[src/common/pcel_pkg.sv]
// Notes on behaviour
// - Each status bit is set by its error event and cleared only by writing one to it.
// - Status and mask survive aresetn; only the power-on default initialises them.
// - A replay timer counts while a TLP is pending, clears on ack or nak, and sets bit 12 on expiry.
// - A 2-bit replay counter sets bit 8 each time it wraps.
// - Bad DLLP CRC, in-packet 8b/10b or disparity, or bad sequence sets bit 7.
// - Bad TLP CRC, 8b/10b or disparity in it, or bad sequence sets bit 6.
// - Any received 8b/10b symbol or framing error sets bit 0.
// - A mask bit of one stops the error message for that error.
// - There is one mask bit per implemented status bit, at bits 12, 8, 7, 6, 0.
// - A masked error is still logged in the status register.
package pcel_pkg;
  localparam logic [11:0] PCEL_OFS_STATUS = 12'h110;
  localparam logic [11:0] PCEL_OFS_MASK = 12'h114;
  localparam logic [11:0] PCEL_OFS_CAPCTL = 12'h118;
  localparam logic [11:0] PCEL_OFS_IRQ_MASK = 12'h130;
  localparam int PCEL_BIT_RPTO = 12;
  localparam int PCEL_BIT_RNUM = 8;
  localparam int PCEL_BIT_DLLP = 7;
  localparam int PCEL_BIT_TLP = 6;
  localparam int PCEL_BIT_RX = 0;
  localparam logic [31:0] PCEL_IMPL = 32'h0000_11c1;
  localparam logic [31:0] PCEL_RST_STATUS = 32'h0000_0000;
  localparam logic [31:0] PCEL_RST_MASK = 32'h0000_0000;
  localparam logic [31:0] PCEL_RST_CAPCTL = 32'h0000_0000;
  localparam int PCEL_CLK_MHZ = 50;
  localparam int PCEL_REPLAY_NS = 2000;
  localparam int PCEL_REPLAY_CYC = (PCEL_REPLAY_NS * PCEL_CLK_MHZ) / 1000;
  localparam logic [1:0] PCEL_RESP_OKAY = 2'b00;
  localparam logic [1:0] PCEL_RESP_SLVERR = 2'b10;
endpackage

[src/core/pcel_top.sv]
`timescale 1ns/1ps
module pcel_top
  import pcel_pkg::*;
(
  input wire logic aclk,
  input wire logic aresetn,
  input wire logic por_n,
  input wire logic [11:0] s_axi_awaddr,
  input wire logic s_axi_awvalid,
  output logic s_axi_awready,
  input wire logic [31:0] s_axi_wdata,
  input wire logic [3:0] s_axi_wstrb,
  input wire logic s_axi_wvalid,
  output logic s_axi_wready,
  output logic [1:0] s_axi_bresp,
  output logic s_axi_bvalid,
  input wire logic s_axi_bready,
  input wire logic [11:0] s_axi_araddr,
  input wire logic s_axi_arvalid,
  output logic s_axi_arready,
  output logic [31:0] s_axi_rdata,
  output logic [1:0] s_axi_rresp,
  output logic s_axi_rvalid,
  input wire logic s_axi_rready,
  input wire logic ack_nak_rx,
  input wire logic tlp_tx_pending,
  input wire logic replay_start,
  input wire logic dllp_crc_err,
  input wire logic dllp_code_err,
  input wire logic dllp_seq_err,
  input wire logic tlp_crc_err,
  input wire logic tlp_code_err,
  input wire logic tlp_seq_err,
  input wire logic rx_symbol_err,
  input wire logic rx_framing_err,
  output logic err_msg,
  output logic irq
);
  logic [31:0] status_r;
  logic [31:0] mask_r;
  logic [31:0] irq_mask_r;
  logic [31:0] events;
  logic [31:0] wmask;
  logic [31:0] rd_val;
  logic [15:0] timer_r;
  logic [1:0] replay_cnt_r;
  logic rpto_evt;
  logic rnum_evt;
  logic aw_held_r;
  logic w_held_r;
  logic [11:0] awaddr_r;
  logic [31:0] wdata_r;
  logic [3:0] wstrb_r;
  logic wr_go;
  logic wr_ok;

  // ==========================================================
  // Link event detection
  // ==========================================================
  always_ff @(posedge aclk)
  begin
    if (!aresetn || ack_nak_rx || !tlp_tx_pending)
      timer_r <= 16'h0000;
    else if (timer_r == 16'(PCEL_REPLAY_CYC - 1))
      timer_r <= 16'h0000;
    else
      timer_r <= timer_r + 16'h0001;
  end

  assign rpto_evt = tlp_tx_pending && !ack_nak_rx &&
                    (timer_r == 16'(PCEL_REPLAY_CYC - 1));

  always_ff @(posedge aclk)
  begin
    if (!aresetn || ack_nak_rx)
      replay_cnt_r <= 2'b00;
    else if (replay_start)
      replay_cnt_r <= replay_cnt_r + 2'b01;
  end

  assign rnum_evt = replay_start && !ack_nak_rx &&
                    (replay_cnt_r == 2'b11);

  always_comb
  begin
    events = 32'h0000_0000;
    events[PCEL_BIT_RPTO] = rpto_evt;
    events[PCEL_BIT_RNUM] = rnum_evt;
    events[PCEL_BIT_DLLP] = dllp_crc_err | dllp_code_err
                            | dllp_seq_err;
    events[PCEL_BIT_TLP] = tlp_crc_err | tlp_code_err | tlp_seq_err;
    events[PCEL_BIT_RX] = rx_symbol_err | rx_framing_err;
  end

  // ==========================================================
  // AXI4-Lite write path
  // ==========================================================
  assign wr_go = aw_held_r && w_held_r && !s_axi_bvalid;
  assign wr_ok = (awaddr_r[11:2] == PCEL_OFS_STATUS[11:2]) ||
                 (awaddr_r[11:2] == PCEL_OFS_MASK[11:2]) ||
                 (awaddr_r[11:2] == PCEL_OFS_CAPCTL[11:2]) ||
                 (awaddr_r[11:2] == PCEL_OFS_IRQ_MASK[11:2]);
  always_comb
  begin
    wmask = {{8{wstrb_r[3]}}, {8{wstrb_r[2]}},
             {8{wstrb_r[1]}}, {8{wstrb_r[0]}}};
  end

  always_ff @(posedge aclk)
  begin
    if (!aresetn)
    begin
      aw_held_r <= 1'b0;
      awaddr_r <= 12'h000;
    end
    else if (s_axi_awvalid && s_axi_awready)
    begin
      aw_held_r <= 1'b1;
      awaddr_r <= s_axi_awaddr;
    end
    else if (wr_go)
      aw_held_r <= 1'b0;
  end

  always_ff @(posedge aclk)
  begin
    if (!aresetn)
    begin
      w_held_r <= 1'b0;
      wdata_r <= 32'h0000_0000;
      wstrb_r <= 4'h0;
    end
    else if (s_axi_wvalid && s_axi_wready)
    begin
      w_held_r <= 1'b1;
      wdata_r <= s_axi_wdata;
      wstrb_r <= s_axi_wstrb;
    end
    else if (wr_go)
      w_held_r <= 1'b0;
  end

  always_ff @(posedge aclk)
  begin
    if (!aresetn)
    begin
      s_axi_awready <= 1'b0;
      s_axi_wready <= 1'b0;
    end
    else
    begin
      s_axi_awready <= !aw_held_r && !(s_axi_awvalid && s_axi_awready)
                       && !s_axi_bvalid;
      s_axi_wready <= !w_held_r && !(s_axi_wvalid && s_axi_wready)
                      && !s_axi_bvalid;
    end
  end

  always_ff @(posedge aclk)
  begin
    if (!aresetn)
    begin
      s_axi_bvalid <= 1'b0;
      s_axi_bresp <= PCEL_RESP_OKAY;
    end
    else if (wr_go)
    begin
      s_axi_bvalid <= 1'b1;
      s_axi_bresp <= wr_ok ? PCEL_RESP_OKAY : PCEL_RESP_SLVERR;
    end
    else if (s_axi_bready)
      s_axi_bvalid <= 1'b0;
  end

  // ==========================================================
  // Sticky registers on power-on reset; interrupt mask on aresetn
  // ==========================================================
  always_ff @(posedge aclk)
  begin
    if (!por_n)
      status_r <= PCEL_RST_STATUS;
    else if (wr_go && awaddr_r[11:2] == PCEL_OFS_STATUS[11:2])
      status_r <= ((status_r & ~(wdata_r & wmask)) | events)
                  & PCEL_IMPL;
    else
      status_r <= (status_r | events) & PCEL_IMPL;
  end

  always_ff @(posedge aclk)
  begin
    if (!por_n)
      mask_r <= PCEL_RST_MASK;
    else if (wr_go && awaddr_r[11:2] == PCEL_OFS_MASK[11:2])
      mask_r <= ((mask_r & ~wmask) | (wdata_r & wmask))
                & PCEL_IMPL;
  end

  always_ff @(posedge aclk)
  begin
    if (!aresetn)
      irq_mask_r <= 32'h0000_0000;
    else if (wr_go && awaddr_r[11:2] == PCEL_OFS_IRQ_MASK[11:2])
      irq_mask_r <= ((irq_mask_r & ~wmask) | (wdata_r & wmask)) & PCEL_IMPL;
  end

  // ==========================================================
  // Error message and interrupt
  // ==========================================================
  always_ff @(posedge aclk)
  begin
    if (!aresetn)
      err_msg <= 1'b0;
    else
      err_msg <= |(events & ~mask_r & PCEL_IMPL);
  end

  always_ff @(posedge aclk)
  begin
    if (!aresetn)
      irq <= 1'b0;
    else
      irq <= |(status_r & irq_mask_r);
  end

  // ==========================================================
  // AXI4-Lite read path
  // ==========================================================
  always_comb
  begin
    rd_val = 32'h0000_0000;
    case (s_axi_araddr[11:2])
      PCEL_OFS_STATUS[11:2]: rd_val = status_r & PCEL_IMPL;
      PCEL_OFS_MASK[11:2]: rd_val = mask_r & PCEL_IMPL;
      PCEL_OFS_CAPCTL[11:2]: rd_val = PCEL_RST_CAPCTL;
      PCEL_OFS_IRQ_MASK[11:2]: rd_val = irq_mask_r;
      default: rd_val = 32'h0000_0000;
    endcase
  end

  always_ff @(posedge aclk)
  begin
    if (!aresetn)
    begin
      s_axi_arready <= 1'b0;
      s_axi_rvalid <= 1'b0;
      s_axi_rdata <= 32'h0000_0000;
      s_axi_rresp <= PCEL_RESP_OKAY;
    end
    else
    begin
      s_axi_arready <= !s_axi_rvalid && !(s_axi_arvalid && s_axi_arready);
      if (s_axi_arvalid && s_axi_arready)
      begin
        s_axi_rvalid <= 1'b1;
        s_axi_rdata <= rd_val;
        s_axi_rresp <= (s_axi_araddr[11:2] == PCEL_OFS_STATUS[11:2] ||
                        s_axi_araddr[11:2] == PCEL_OFS_MASK[11:2] ||
                        s_axi_araddr[11:2] == PCEL_OFS_CAPCTL[11:2] ||
                        s_axi_araddr[11:2] == PCEL_OFS_IRQ_MASK[11:2])
                       ? PCEL_RESP_OKAY : PCEL_RESP_SLVERR;
      end
      else if (s_axi_rready)
        s_axi_rvalid <= 1'b0;
    end
  end
endmodule

[config.mk]
export PLATFORM = sky130hd
export DESIGN_NAME = pcel_top
export DESIGN_NICKNAME = d
export VERILOG_FILES = /design/src/common/pcel_pkg.sv /design/src/core/pcel_top.sv
export SDC_FILE = /design/constraint.sdc
export NUM_CORES = 1
export LEC_CHECK = 0
export BUFFER_PORTS_ARGS = -buffer_cell sky130_fd_sc_hd__clkbuf_2
export CORE_ASPECT_RATIO = 0.75
export CORE_MARGIN = 5
export CORE_UTILIZATION = 35
export CTS_CLUSTER_DIAMETER = 50
export DETAILED_ROUTE_END_ITERATION = 8
export GPL_ROUTABILITY_DRIVEN = 0
export PLACE_DENSITY_LB_ADDON = 0.12
export SLEW_MARGIN = 20
export SYNTH_ARGS = -nofsm -noshare
export SYNTH_HDL_FRONTEND = slang
export SYNTH_SLANG_ARGS = --single-unit
[constraint.sdc]
create_clock -name aclk -period 3 [get_ports aclk]
set_input_delay 0.15 -clock aclk [delete_from_list [all_inputs] [get_ports aclk]]
set_output_delay 0.15 -clock aclk [all_outputs]
set_load 0.01 [all_outputs]
## Word-level counts from Yosys, hierarchy flattened

Cells that the tools add are included.

| word-level totals | value |
|---|---|
| register bits | 113 |
| bits of input ports | 79 |
| output and inout bits | 43 |
| logic and storage cells | 103 |

| cells by class | value |
|---|---|
| add/sub/neg operators | 2 |
| equal/unequal tests | 10 |
| mux-type cells | 11 |
| bitwise logic cells | 18 |
| reductions and logical operators | 42 |

Operator list:

| operator | count |
|---|---|
| $eq A10 B7 Y1 const B | 8 |
| $and A13 B13 Y13 | 6 |
| $or A13 B13 Y13 | 4 |
| $not A13 Y13 | 3 |
| $pmux W13 S3 | 1 |
| $reduce_or A32 Y1 | 1 |
| $logic_and A1 B1 Y1 | 17 |
| $add A16 B1 Y16 const B | 1 |
| $eq A16 B7 Y1 const B | 1 |
| $mux W13 | 1 |
| $logic_not A1 Y1 | 10 |
| $logic_or A1 B1 Y1 | 8 |
| $reduce_bool A2 Y1 | 4 |
| $mux W1 | 7 |
| $or A1 B1 Y1 | 5 |
| $reduce_or A5 Y1 | 1 |
| $mux W2 | 2 |
| $add A2 B1 Y2 const B | 1 |
| $eq A2 B2 Y1 const B | 1 |
| $reduce_or A2 Y1 | 1 |

## Logic depth before layout (Yosys ltp)

Gate-level depths: netlist of the first run.

| logic depth | value |
|---|---|
| depth after elaboration | 5 |
| mapped depth | 6 |
| gate-level depth less buffers | 5 |

## Worst setup path after synthesis of the first run

OpenSTA, ideal clock, no wires.

| path | value |
|---|---|
| kind | register to register |
| start | reg awaddr_r[11] |
| end | reg with a tool-made name |
| library setup time | 132 ps |
| data arrival time | 1360 ps |
| required time | 2868 ps |
| path slack | 1508 ps |
| cell stages (with the launch flop) | 5 |
| buffers on the path | 0 |
| period minus slack after synthesis | 1492 ps |
| path through | dfxtp_1 > or3b_1 > or3_1 > o21ai_0 > a21oi_1 |

RTL lines:

| element | line | text |
|---|---|---|
| from (decl) | pcel_top.sv:51 | `logic [11:0] awaddr_r;` |
| from (signal assigned) | pcel_top.sv:119 | `awaddr_r <= s_axi_awaddr;` |

## Final worst setup path of the first run

| path | value |
|---|---|
| start | reg timer_r[0] |
| end | reg timer_r[13] |

| on the way | value |
|---|---|
| cells in the longest elaborated chain, start to end | 2 |
| elaborated cells on any way between the ends | 3 |
| classes of those cells | add/sub (1); eq/ne (1); reduce/logical (1) |

RTL lines:

| element | line | text |
|---|---|---|
| from (decl) | pcel_top.sv:45 | `logic [15:0] timer_r;` |
| from (signal assigned) | pcel_top.sv:67 | `timer_r <= timer_r + 16'h0001;` |
| parallel branches: the longest is 2 deep, another holds $add A16 B1 Y16 | - |  |

Parallel ways; which one is timed is not known.
A chain may end at the register's enable or synchronous reset.

==> flow_metrics.env, run 1 <==
export IMPL_cts_root_buf="clkbuf_16"
export IMPL_synth_seq_cells=66
export IMPL_hold_violations=0
export IMPL_cp_end_kind="flop"
export IMPL_finish_utilization_pct=42.4
export IMPL_clock_sinks=66
export IMPL_cellPowerDensity_nw_per_um2=561
export IMPL_num_vias=2554
export IMPL_syn2layout_area_growth_pct=18.4
export IMPL_die_height_um=90.6
export IMPL_crit_type="reg -> reg"
export IMPL_drv_cap=0
export IMPL_ys_types=46
export IMPL_r2r_slack_ns=1.19
export IMPL_drive_gt1_share_pct=19.0
export IMPL_syn_area_um2=3030
export IMPL_fin_crit_sh_pct=60.4
export IMPL_grt_pass1_wl_mm=12.3
export IMPL_finalSetupTns_ns=0
export IMPL_die_w_um=117
export IMPL_synth_commonest_cells="dfxtp_1, nand2_1, a21oi_1, buf_4, nor2_1"
export IMPL_cts_setup_buffers=0
export IMPL_cts_htree_levels=3
export IMPL_synth_most_common_cell="dfxtp_1"
export IMPL_synth_async_sr_flop_share_pct=0
export IMPL_synth_edff_count=0
export IMPL_fp_dieArea_um2=10600
export IMPL_regArea_um2=1320
export IMPL_first_pass_iters=4
export IMPL_finalWorstSetupSlack_ns=1.19
export IMPL_tightest_slew_ns=0.791
export IMPL_ys_seq_area_share_pct=43.6
export IMPL_fmax_ghz=0.552
export IMPL_drc=0
export IMPL_ant_nets=0
export IMPL_leakagePower_nw=1.41
export IMPL_postSynthAreaPerCell_um2=8.51
export IMPL_wl_mm=7.34
export IMPL_grt_pass1_vias=2491
export IMPL_hold_class="in -> reg"
export IMPL_gr_total_overflow=0
export IMPL_start_kind="flop"
export IMPL_ys_top_cells_by_area="dfxtp_1, buf_4, nand2_1"
export IMPL_boundaryPins=122
export IMPL_multi_input_area_um2=1530
export IMPL_hold_start="s_axi_awaddr[2]"
export IMPL_finClkSkew_ns=0.0101
export IMPL_synthCells=356
export IMPL_track_usage_pct=14.2
export IMPL_yosysTopAreaCell="dfxtp_1"
export IMPL_rsz0062_at_grt="false"
export IMPL_diodes=0
export IMPL_post_cts_resize_count=0
export IMPL_drtIter0Drc=129
export IMPL_initial_utilization_pct=35.8
export IMPL_insertion_delay_ns=0.33
export IMPL_wl_per_cell_um=13.9
export IMPL_nets=497
export IMPL_rows=29
export IMPL_min_to="awaddr_r[2]"
export IMPL_fillers=883
export IMPL_setup_viol=0
export IMPL_cp_data_required_time_ns=3.19
export IMPL_critPathArrivalTime_ns=2.01
export IMPL_numCtsBuffers=9
export IMPL_maxSlewHeadroom_pct=46.8
export IMPL_yosys_warnings=0
export IMPL_place_hpwl_mm=5.56
export IMPL_status="finished clean"
export IMPL_r2r_start="timer_r[0]"
export IMPL_ctsHoldBuffers=0
export IMPL_reg2regPathDepth=5
export IMPL_hold_depth=3
export IMPL_grt_start_max_net_pins=30
export IMPL_fin_crit_ns=1.81
export IMPL_cts_tree="built"
export IMPL_synthFlopType="dfxtp_1"
export IMPL_clockBufferDepth=2
export IMPL_grt_antenna_before_repair=0
export IMPL_via_per_inst=4.83
export IMPL_peakVddDrop_uv=284
export IMPL_regToRegEndpoint="timer_r[13]"
export IMPL_clkSlewWorstSetupHoldPaths_ns=0.06
export IMPL_numPortBuffers=59
export IMPL_drv_slew=0
export IMPL_place_ws_ns=1.14
export IMPL_yosysTopAreaCellShare_pct=43.6
export IMPL_coreArea_um2=8450
export IMPL_cp_max_fo=16
[cell type report]
class / count / share of cell area (%)
clock buffer: 9 / 6.28
sequential: 66 / 36.8
timing repair buffer: 60 / 8.44
multi-input combinational: 273 / 42.8
tap: 108 / 3.77
inverter: 6 / 0.628
clock inverter: 7 / 1.29
[cells by family after synthesis]
family                   share of synthesized area, %
XOR/XNOR                                         4.34
AND/OR/NAND/NOR                                  25.9
buffers and inverters                            9.21
flip-flops                                       43.6
adder cells (fa/ha/maj)                          1.16
other                                           0.124
multiplexers                                     3.64
AO/OA/AOI/OAI                                    12.0
[layout by cell type (no fill, tap or decap), types with 3 or more instances in the layout]
cell        synthesis  final
clkinvlp_4          0      3
dfxtp_1            66     66
nand2b_1            4      4
inv_1               6      6
nand4_1            11     11
nor3_1             11     11
clkbuf_16           0      9
a21oi_1            29     29
nand3_1            12     12
a31oi_1             3      3
nor2b_1             7      7
nand2_1            56     56
clkbuf_2            0     59
clkinv_2            0      3
nor2_1             24     24
o21ai_0            15     15
xor2_1              5      5
nor4_1              8      8
conb_1              1     29
a22o_1              5      5
xnor2_1            10     10
mux2i_1            11     11
[through the flow]
step / hold WS, ns / power, mW / instance area (um2) / cells
after floorplan: 0.278 / 1.05 / 3130 / 384
after global placement: 0.375 / 1.09 / 3320 / 513
after detailed placement: 0.382 / 1.09 / 3320 / 513
after CTS: 0.0305 / 2.04 / 3590 / 529
after global routing: 0.0435 / 2.10 / 3590 / 529
final: 0.0417 / 2.01 / 3590 / 529
[worst max-delay path by stage]
| stage | startpoint | endpoint | slack [ns] |
|---|---|---|---|
| final | timer_r[0] | timer_r[13] | 1.19 |
| after global routing | timer_r[0] | timer_r[13] | 0.97 |
| after CTS | timer_r[0] | timer_r[13] | 1.14 |
| after detailed placement | timer_r[0] | timer_r[13] | 1.14 |
| after global placement | timer_r[0] | timer_r[14] | 1.17 |
| after floorplan | awaddr_r[11] | flop | 1.51 |
[power breakdown]
part	switching, mW	leakage (nW)	internal, mW
combinational	0.0866	0.743	0.0554
clock	0.386	0.127	0.555
sequential	0.0261	0.537	0.902
[metal layers]
| metal | share of wire, % | up-vias | global-route usage (%) |
|---|---|---|---|
| li1 | - | 1316 | - |
| met1 | 53 | 1155 | 20.5 |
| met2 | 40 | 77 | 19.2 |
| met3 | 7.1 | 6 | 4.88 |
| met4 | 0.46 | 0 | 5.22 |
| met5 | 0 | - | 0 |
[critical path, cell delays in order (launching register included)]
cell     delay, ns
dfxtp_1       0.39
ha_1          0.27
and3_1        0.21
nand4_1       0.16
nand3_1       0.52
nor2_1        0.12
No activity file was read; power rests on OpenSTA's default activity.
==> inputs of run 2 (changes only) <==
- clock period: 3 -> 1.85 ns (I/O delays scaled with it)
==> flow_metrics.env, run 2 (synthesis results as in run 1) <==
export IMPL_fp_dieArea_um2=10600
export IMPL_setup_viol=0
export IMPL_track_usage_pct=14.5
export IMPL_wl_mm=7.46
export IMPL_finalWorstSetupSlack_ns=0.239
export IMPL_drtIter0Drc=156
export IMPL_die_height_um=90.6
export IMPL_first_pass_iters=4
export IMPL_finalSetupTns_ns=0
export IMPL_cp_end_kind="flop"
export IMPL_drv_slew=0
export IMPL_status="finished clean"
export IMPL_clkSlewWorstSetupHoldPaths_ns=0.06
export IMPL_rsz0062_at_grt="false"
export IMPL_fmax_ghz=0.621
export IMPL_drc=0
export IMPL_num_vias=2677
export IMPL_cellPowerDensity_nw_per_um2=878
export IMPL_insertion_delay_ns=0.33
export IMPL_die_w_um=117
export IMPL_gr_total_overflow=0
export IMPL_grt_antenna_before_repair=0
export IMPL_nets=519
export IMPL_clock_sinks=66
export IMPL_place_hpwl_mm=5.56
export IMPL_numPortBuffers=59
export IMPL_power_mw=3.34
export IMPL_p_seq_share_pct=45.1
export IMPL_coreArea_um2=8450
export IMPL_boundaryPins=122
export IMPL_mostFrequentLayoutCells="dfxtp_1, clkbuf_2, nand2_1, a21oi_1, conb_1"
export IMPL_ant_nets=0
export IMPL_whs_ns=0.0298
export IMPL_drive_gt1_share_pct=19.2
export IMPL_diodes=0
export IMPL_cp_data_required_time_ns=2.05
export IMPL_cp_max_fo=5
export IMPL_finClkSkew_ns=0.00413
export IMPL_fin_crit_sh_pct=87.1
export IMPL_rows=29
export IMPL_syn2layout_area_growth_pct=25.6
export IMPL_fin_crit_ns=1.61
export IMPL_numCtsBuffers=9
export IMPL_wl_per_cell_um=13.5
export IMPL_crit_type="reg -> reg"
export IMPL_critPathArrivalTime_ns=1.81
export IMPL_drv_cap=0
export IMPL_initial_utilization_pct=35.8
export IMPL_design_area_um2=3800
export IMPL_clockBufferDepth=2
export IMPL_leakagePower_nw=1.50
export IMPL_place_ws_ns=0.222
export IMPL_start_kind="flop"
export IMPL_peakVddDrop_uv=403
export IMPL_clockPowerShare_pct=47.1
export IMPL_grt_pass1_wl_mm=12.6
export IMPL_p_sw_mw=0.823
export IMPL_p_int_mw=2.52
export IMPL_finish_utilization_pct=45.0
export IMPL_cts_tree="built"
export IMPL_combPwrFrac_pct=7.9
export IMPL_place_area_um2=3350
export IMPL_post_place_cells=518
export IMPL_sw_frac_of_total_pct=24.6
export IMPL_hold_class="in -> reg"
export IMPL_via_per_inst=4.86
export IMPL_cts_root_buf="clkbuf_16"
export IMPL_hold_violations=0
export IMPL_layout_commonest_cell="dfxtp_1"
export IMPL_cts_htree_levels=3
export IMPL_grt_pass1_vias=2566
export IMPL_grt_start_max_net_pins=28
export IMPL_final_cells=551
## run 2: critical path, cell delays in order, from the launching register on
cell and delay [ns]:
dfxtp_1 0.32, or3b_1 0.44, or3_1 0.44, o21ai_0 0.21, a21oi_1 0.08
## run 2: worst paths after layout
| check | from | end | slack (ns) | depth (start not counted) |
|---|---|---|---|---|
| max | awaddr_r[11] | flop | 0.24 | 4 |
| min | s_axi_rready | s_axi_rvalid | 0.03 | 3 |
| max reg2reg | awaddr_r[11] | flop | 0.24 | 4 |
| min reg2reg | s_axi_rvalid | s_axi_arready | 0.45 | 1 |
## run 2: timing repair
action,CTS,global route
hold buffers,17,0
hold endpoints to repair,17,0
buffers inserted,0,0
setup endpoints to repair,0,0
resized for setup,0,0
## run 2: layout make-up
type / count / area (um2)
Clock buffer: 10 / 239
Clock inverter: 6 / 42.5
Fill cell: 863 / 4650
Inverter: 6 / 22.5
Multi-Input combinational cell: 273 / 1530
Sequential cell: 66 / 1320
Tap cell: 108 / 135
Timing Repair Buffer: 82 / 510
## run 2: power groups by stage
stage	combinational [mW]	sequential (mW)	clock, mW
2_1_floorplan	0.183	1.53	0
3_3_place_gp	0.233	1.53	0
3_5_place_dp	0.236	1.54	0
4_1_cts	0.264	1.50	1.62
5_1_grt	0.295	1.51	1.69
6_report	0.263	1.51	1.57
## run 2: routing by layer
layer	up-vias	global-route usage, %	wire length (um)
li1	1365	-	-
met1	1207	20.7	3720
met2	98	20.2	2990
met3	7	5.13	662
met4	0	4.35	86
met5	-	0	0
==> inputs of run 3 (changes only) <==
- BUFFER_PORTS_ARGS: -buffer_cell sky130_fd_sc_hd__clkbuf_2 -> -buffer_cell sky130_fd_sc_hd__buf_2
- CORE_MARGIN: 5 -> default
==> flow_metrics.env, run 3 (synthesis results as in run 1) <==
export IMPL_fmax_ghz=0.629
export IMPL_drive_gt1_share_pct=19.9
export IMPL_clkSlewWorstSetupHoldPaths_ns=0.05
export IMPL_r2r_start="awaddr_r[11]"
export IMPL_die_height_um=82.6
export IMPL_hold_depth=3
export IMPL_critPathSlowestCell="or3_1"
export IMPL_critPathArrivalTime_ns=1.79
export IMPL_leakagePower_nw=1.47
export IMPL_num_vias=2582
export IMPL_cellPowerDensity_nw_per_um2=954
export IMPL_clock_sinks=66
export IMPL_mostFrequentLayoutCells="dfxtp_1, buf_2, nand2_1, a21oi_1, conb_1"
export IMPL_grt_pass1_wl_mm=11.0
export IMPL_start_kind="flop"
export IMPL_fp_dieArea_um2=9030
export IMPL_cp_cell_sequence="or3b_1 > or3_1 > o21ai_0 > a21oi_1"
export IMPL_cp_end_kind="flop"
export IMPL_cp_max_fo=5
export IMPL_power_mw=3.52
export IMPL_insertion_delay_ns=0.32
export IMPL_slowest_delay_ns=0.45
export IMPL_drv_slew=0
export IMPL_post_cts_resize_count=0
export IMPL_finalSetupTns_ns=0
export IMPL_clockBufferDepth=2
export IMPL_numPortBuffers=59
export IMPL_worst_path_buf_inv=0
export IMPL_die_w_um=109
export IMPL_wl_per_cell_um=12.9
export IMPL_reg2regPathDepth=4
export IMPL_hold_class="in -> reg"
export IMPL_first_pass_iters=4
export IMPL_crit_type="reg -> reg"
export IMPL_diodes=0
export IMPL_cp_data_required_time_ns=2.05
export IMPL_syn2layout_area_growth_pct=22.0
export IMPL_fillers=839
export IMPL_cts_htree_levels=3
export IMPL_fin_crit_sh_pct=86.0
export IMPL_r2r_slack_ns=0.26
export IMPL_nets=504
export IMPL_cts_tree="built"
export IMPL_gr_total_overflow=0
export IMPL_drtIter0Drc=128
export IMPL_grt_pass1_vias=2254
export IMPL_path_delay_family="simple AND/OR/NAND/NOR gates"
export IMPL_coreArea_um2=8130
export IMPL_cp_startpoint="awaddr_r[11]"
export IMPL_multi_input_area_um2=1530
export IMPL_min_to="awaddr_r[6]"
export IMPL_setup_viol=0
export IMPL_cts_root_buf="clkbuf_16"
export IMPL_whs_ns=0.0132
export IMPL_fin_crit_ns=1.59
export IMPL_drv_cap=0
export IMPL_boundaryPins=122
export IMPL_grt_antenna_before_repair=0
export IMPL_numCtsBuffers=9
export IMPL_initial_utilization_pct=37.3
export IMPL_peakVddDrop_uv=407
export IMPL_track_usage_pct=16.1
export IMPL_finClkSkew_ns=0.00730
export IMPL_hold_start="s_axi_awaddr[6]"
export IMPL_hold_violations=0
export IMPL_rsz0062_at_grt="false"
export IMPL_drc=0
export IMPL_rows=28
export IMPL_layout_commonest_cell="dfxtp_1"
export IMPL_ant_nets=0
export IMPL_grt_start_max_net_pins=27
export IMPL_status="finished clean"
export IMPL_wl_mm=6.87
export IMPL_regArea_um2=1320
export IMPL_place_hpwl_mm=5.16
export IMPL_via_per_inst=4.84
-- run 3: cell count changes in the layout (fill, tap and decap cells not counted), sizes merged --
cell         delta
bufinv          +1
buf            +59
clkinv          -1
clkinvlp        -3
clkbuf         -56
dlygate4sd3    -15
-- run 3: timing repair --
action / 4_1_cts / 5_1_grt
hold buffers: 2 / 0
endpoints found under the hold margin: 2 / 0
buffers inserted: 0 / 0
setup endpoints to repair: 0 / 0
-- run 3: per-stage QoR --
| stage | setup slack (ns) | cell area, um2 | util, % | instances |
|---|---|---|---|---|
| after CTS | 0.253 | 3690 | 45.5 | 533 |
| after global placement | 0.266 | 3350 | 41.2 | 515 |
| after global routing | 0.142 | 3690 | 45.5 | 533 |
| after detailed placement | 0.258 | 3350 | 41.2 | 515 |
| final | 0.259 | 3690 | 45.5 | 533 |
| after floorplan | 0.358 | 3130 | - | 384 |
-- run 3: worst max-delay path by stage --
stage	to	slack [ns]	depth (start not counted)
2_1_floorplan	flop	0.36	4
3_5_place_dp	flop	0.26	4
3_3_place_gp	timer_r[14]	0.27	5
4_1_cts	flop	0.25	4
5_1_grt	flop	0.14	4
6_report	flop	0.26	4
-- run 3: worst min-delay path: cells and delay by family --
family / cells / cell delay, ns
compound gates: 1 / 0.05
simple gates: 1 / 0.04
buf+inv: 1 / 0.09
-- run 3: cell type report --
class | count | share of cell area, %
flip-flops and latches | 66 | 35.8
well taps | 105 | 3.56
clock buffers | 13 | 7.59
inverters | 6 | 0.610
multi-input cells | 273 | 41.5
clock inverters | 3 | 1.22
repair buffers | 67 | 9.75
-- run 3: metal layers --
| metal | global-route usage [%] | vias up | part of all wire [%] |
|---|---|---|---|
| met3 | 3.92 | 4 | 6.9 |
| li1 | - | 1332 | - |
| met4 | 5.60 | 0 | 0.64 |
| met5 | 0 | - | 0 |
| met2 | 22.3 | 99 | 39 |
| met1 | 23.8 | 1147 | 54 |
-- run 3: power breakdown --
part           leakage, nW  internal (mW)  switching (mW)  total (mW)
registers            0.537           1.46          0.0434        1.51
logic                0.777         0.0960           0.142       0.238
clock network        0.154           1.19           0.590        1.78
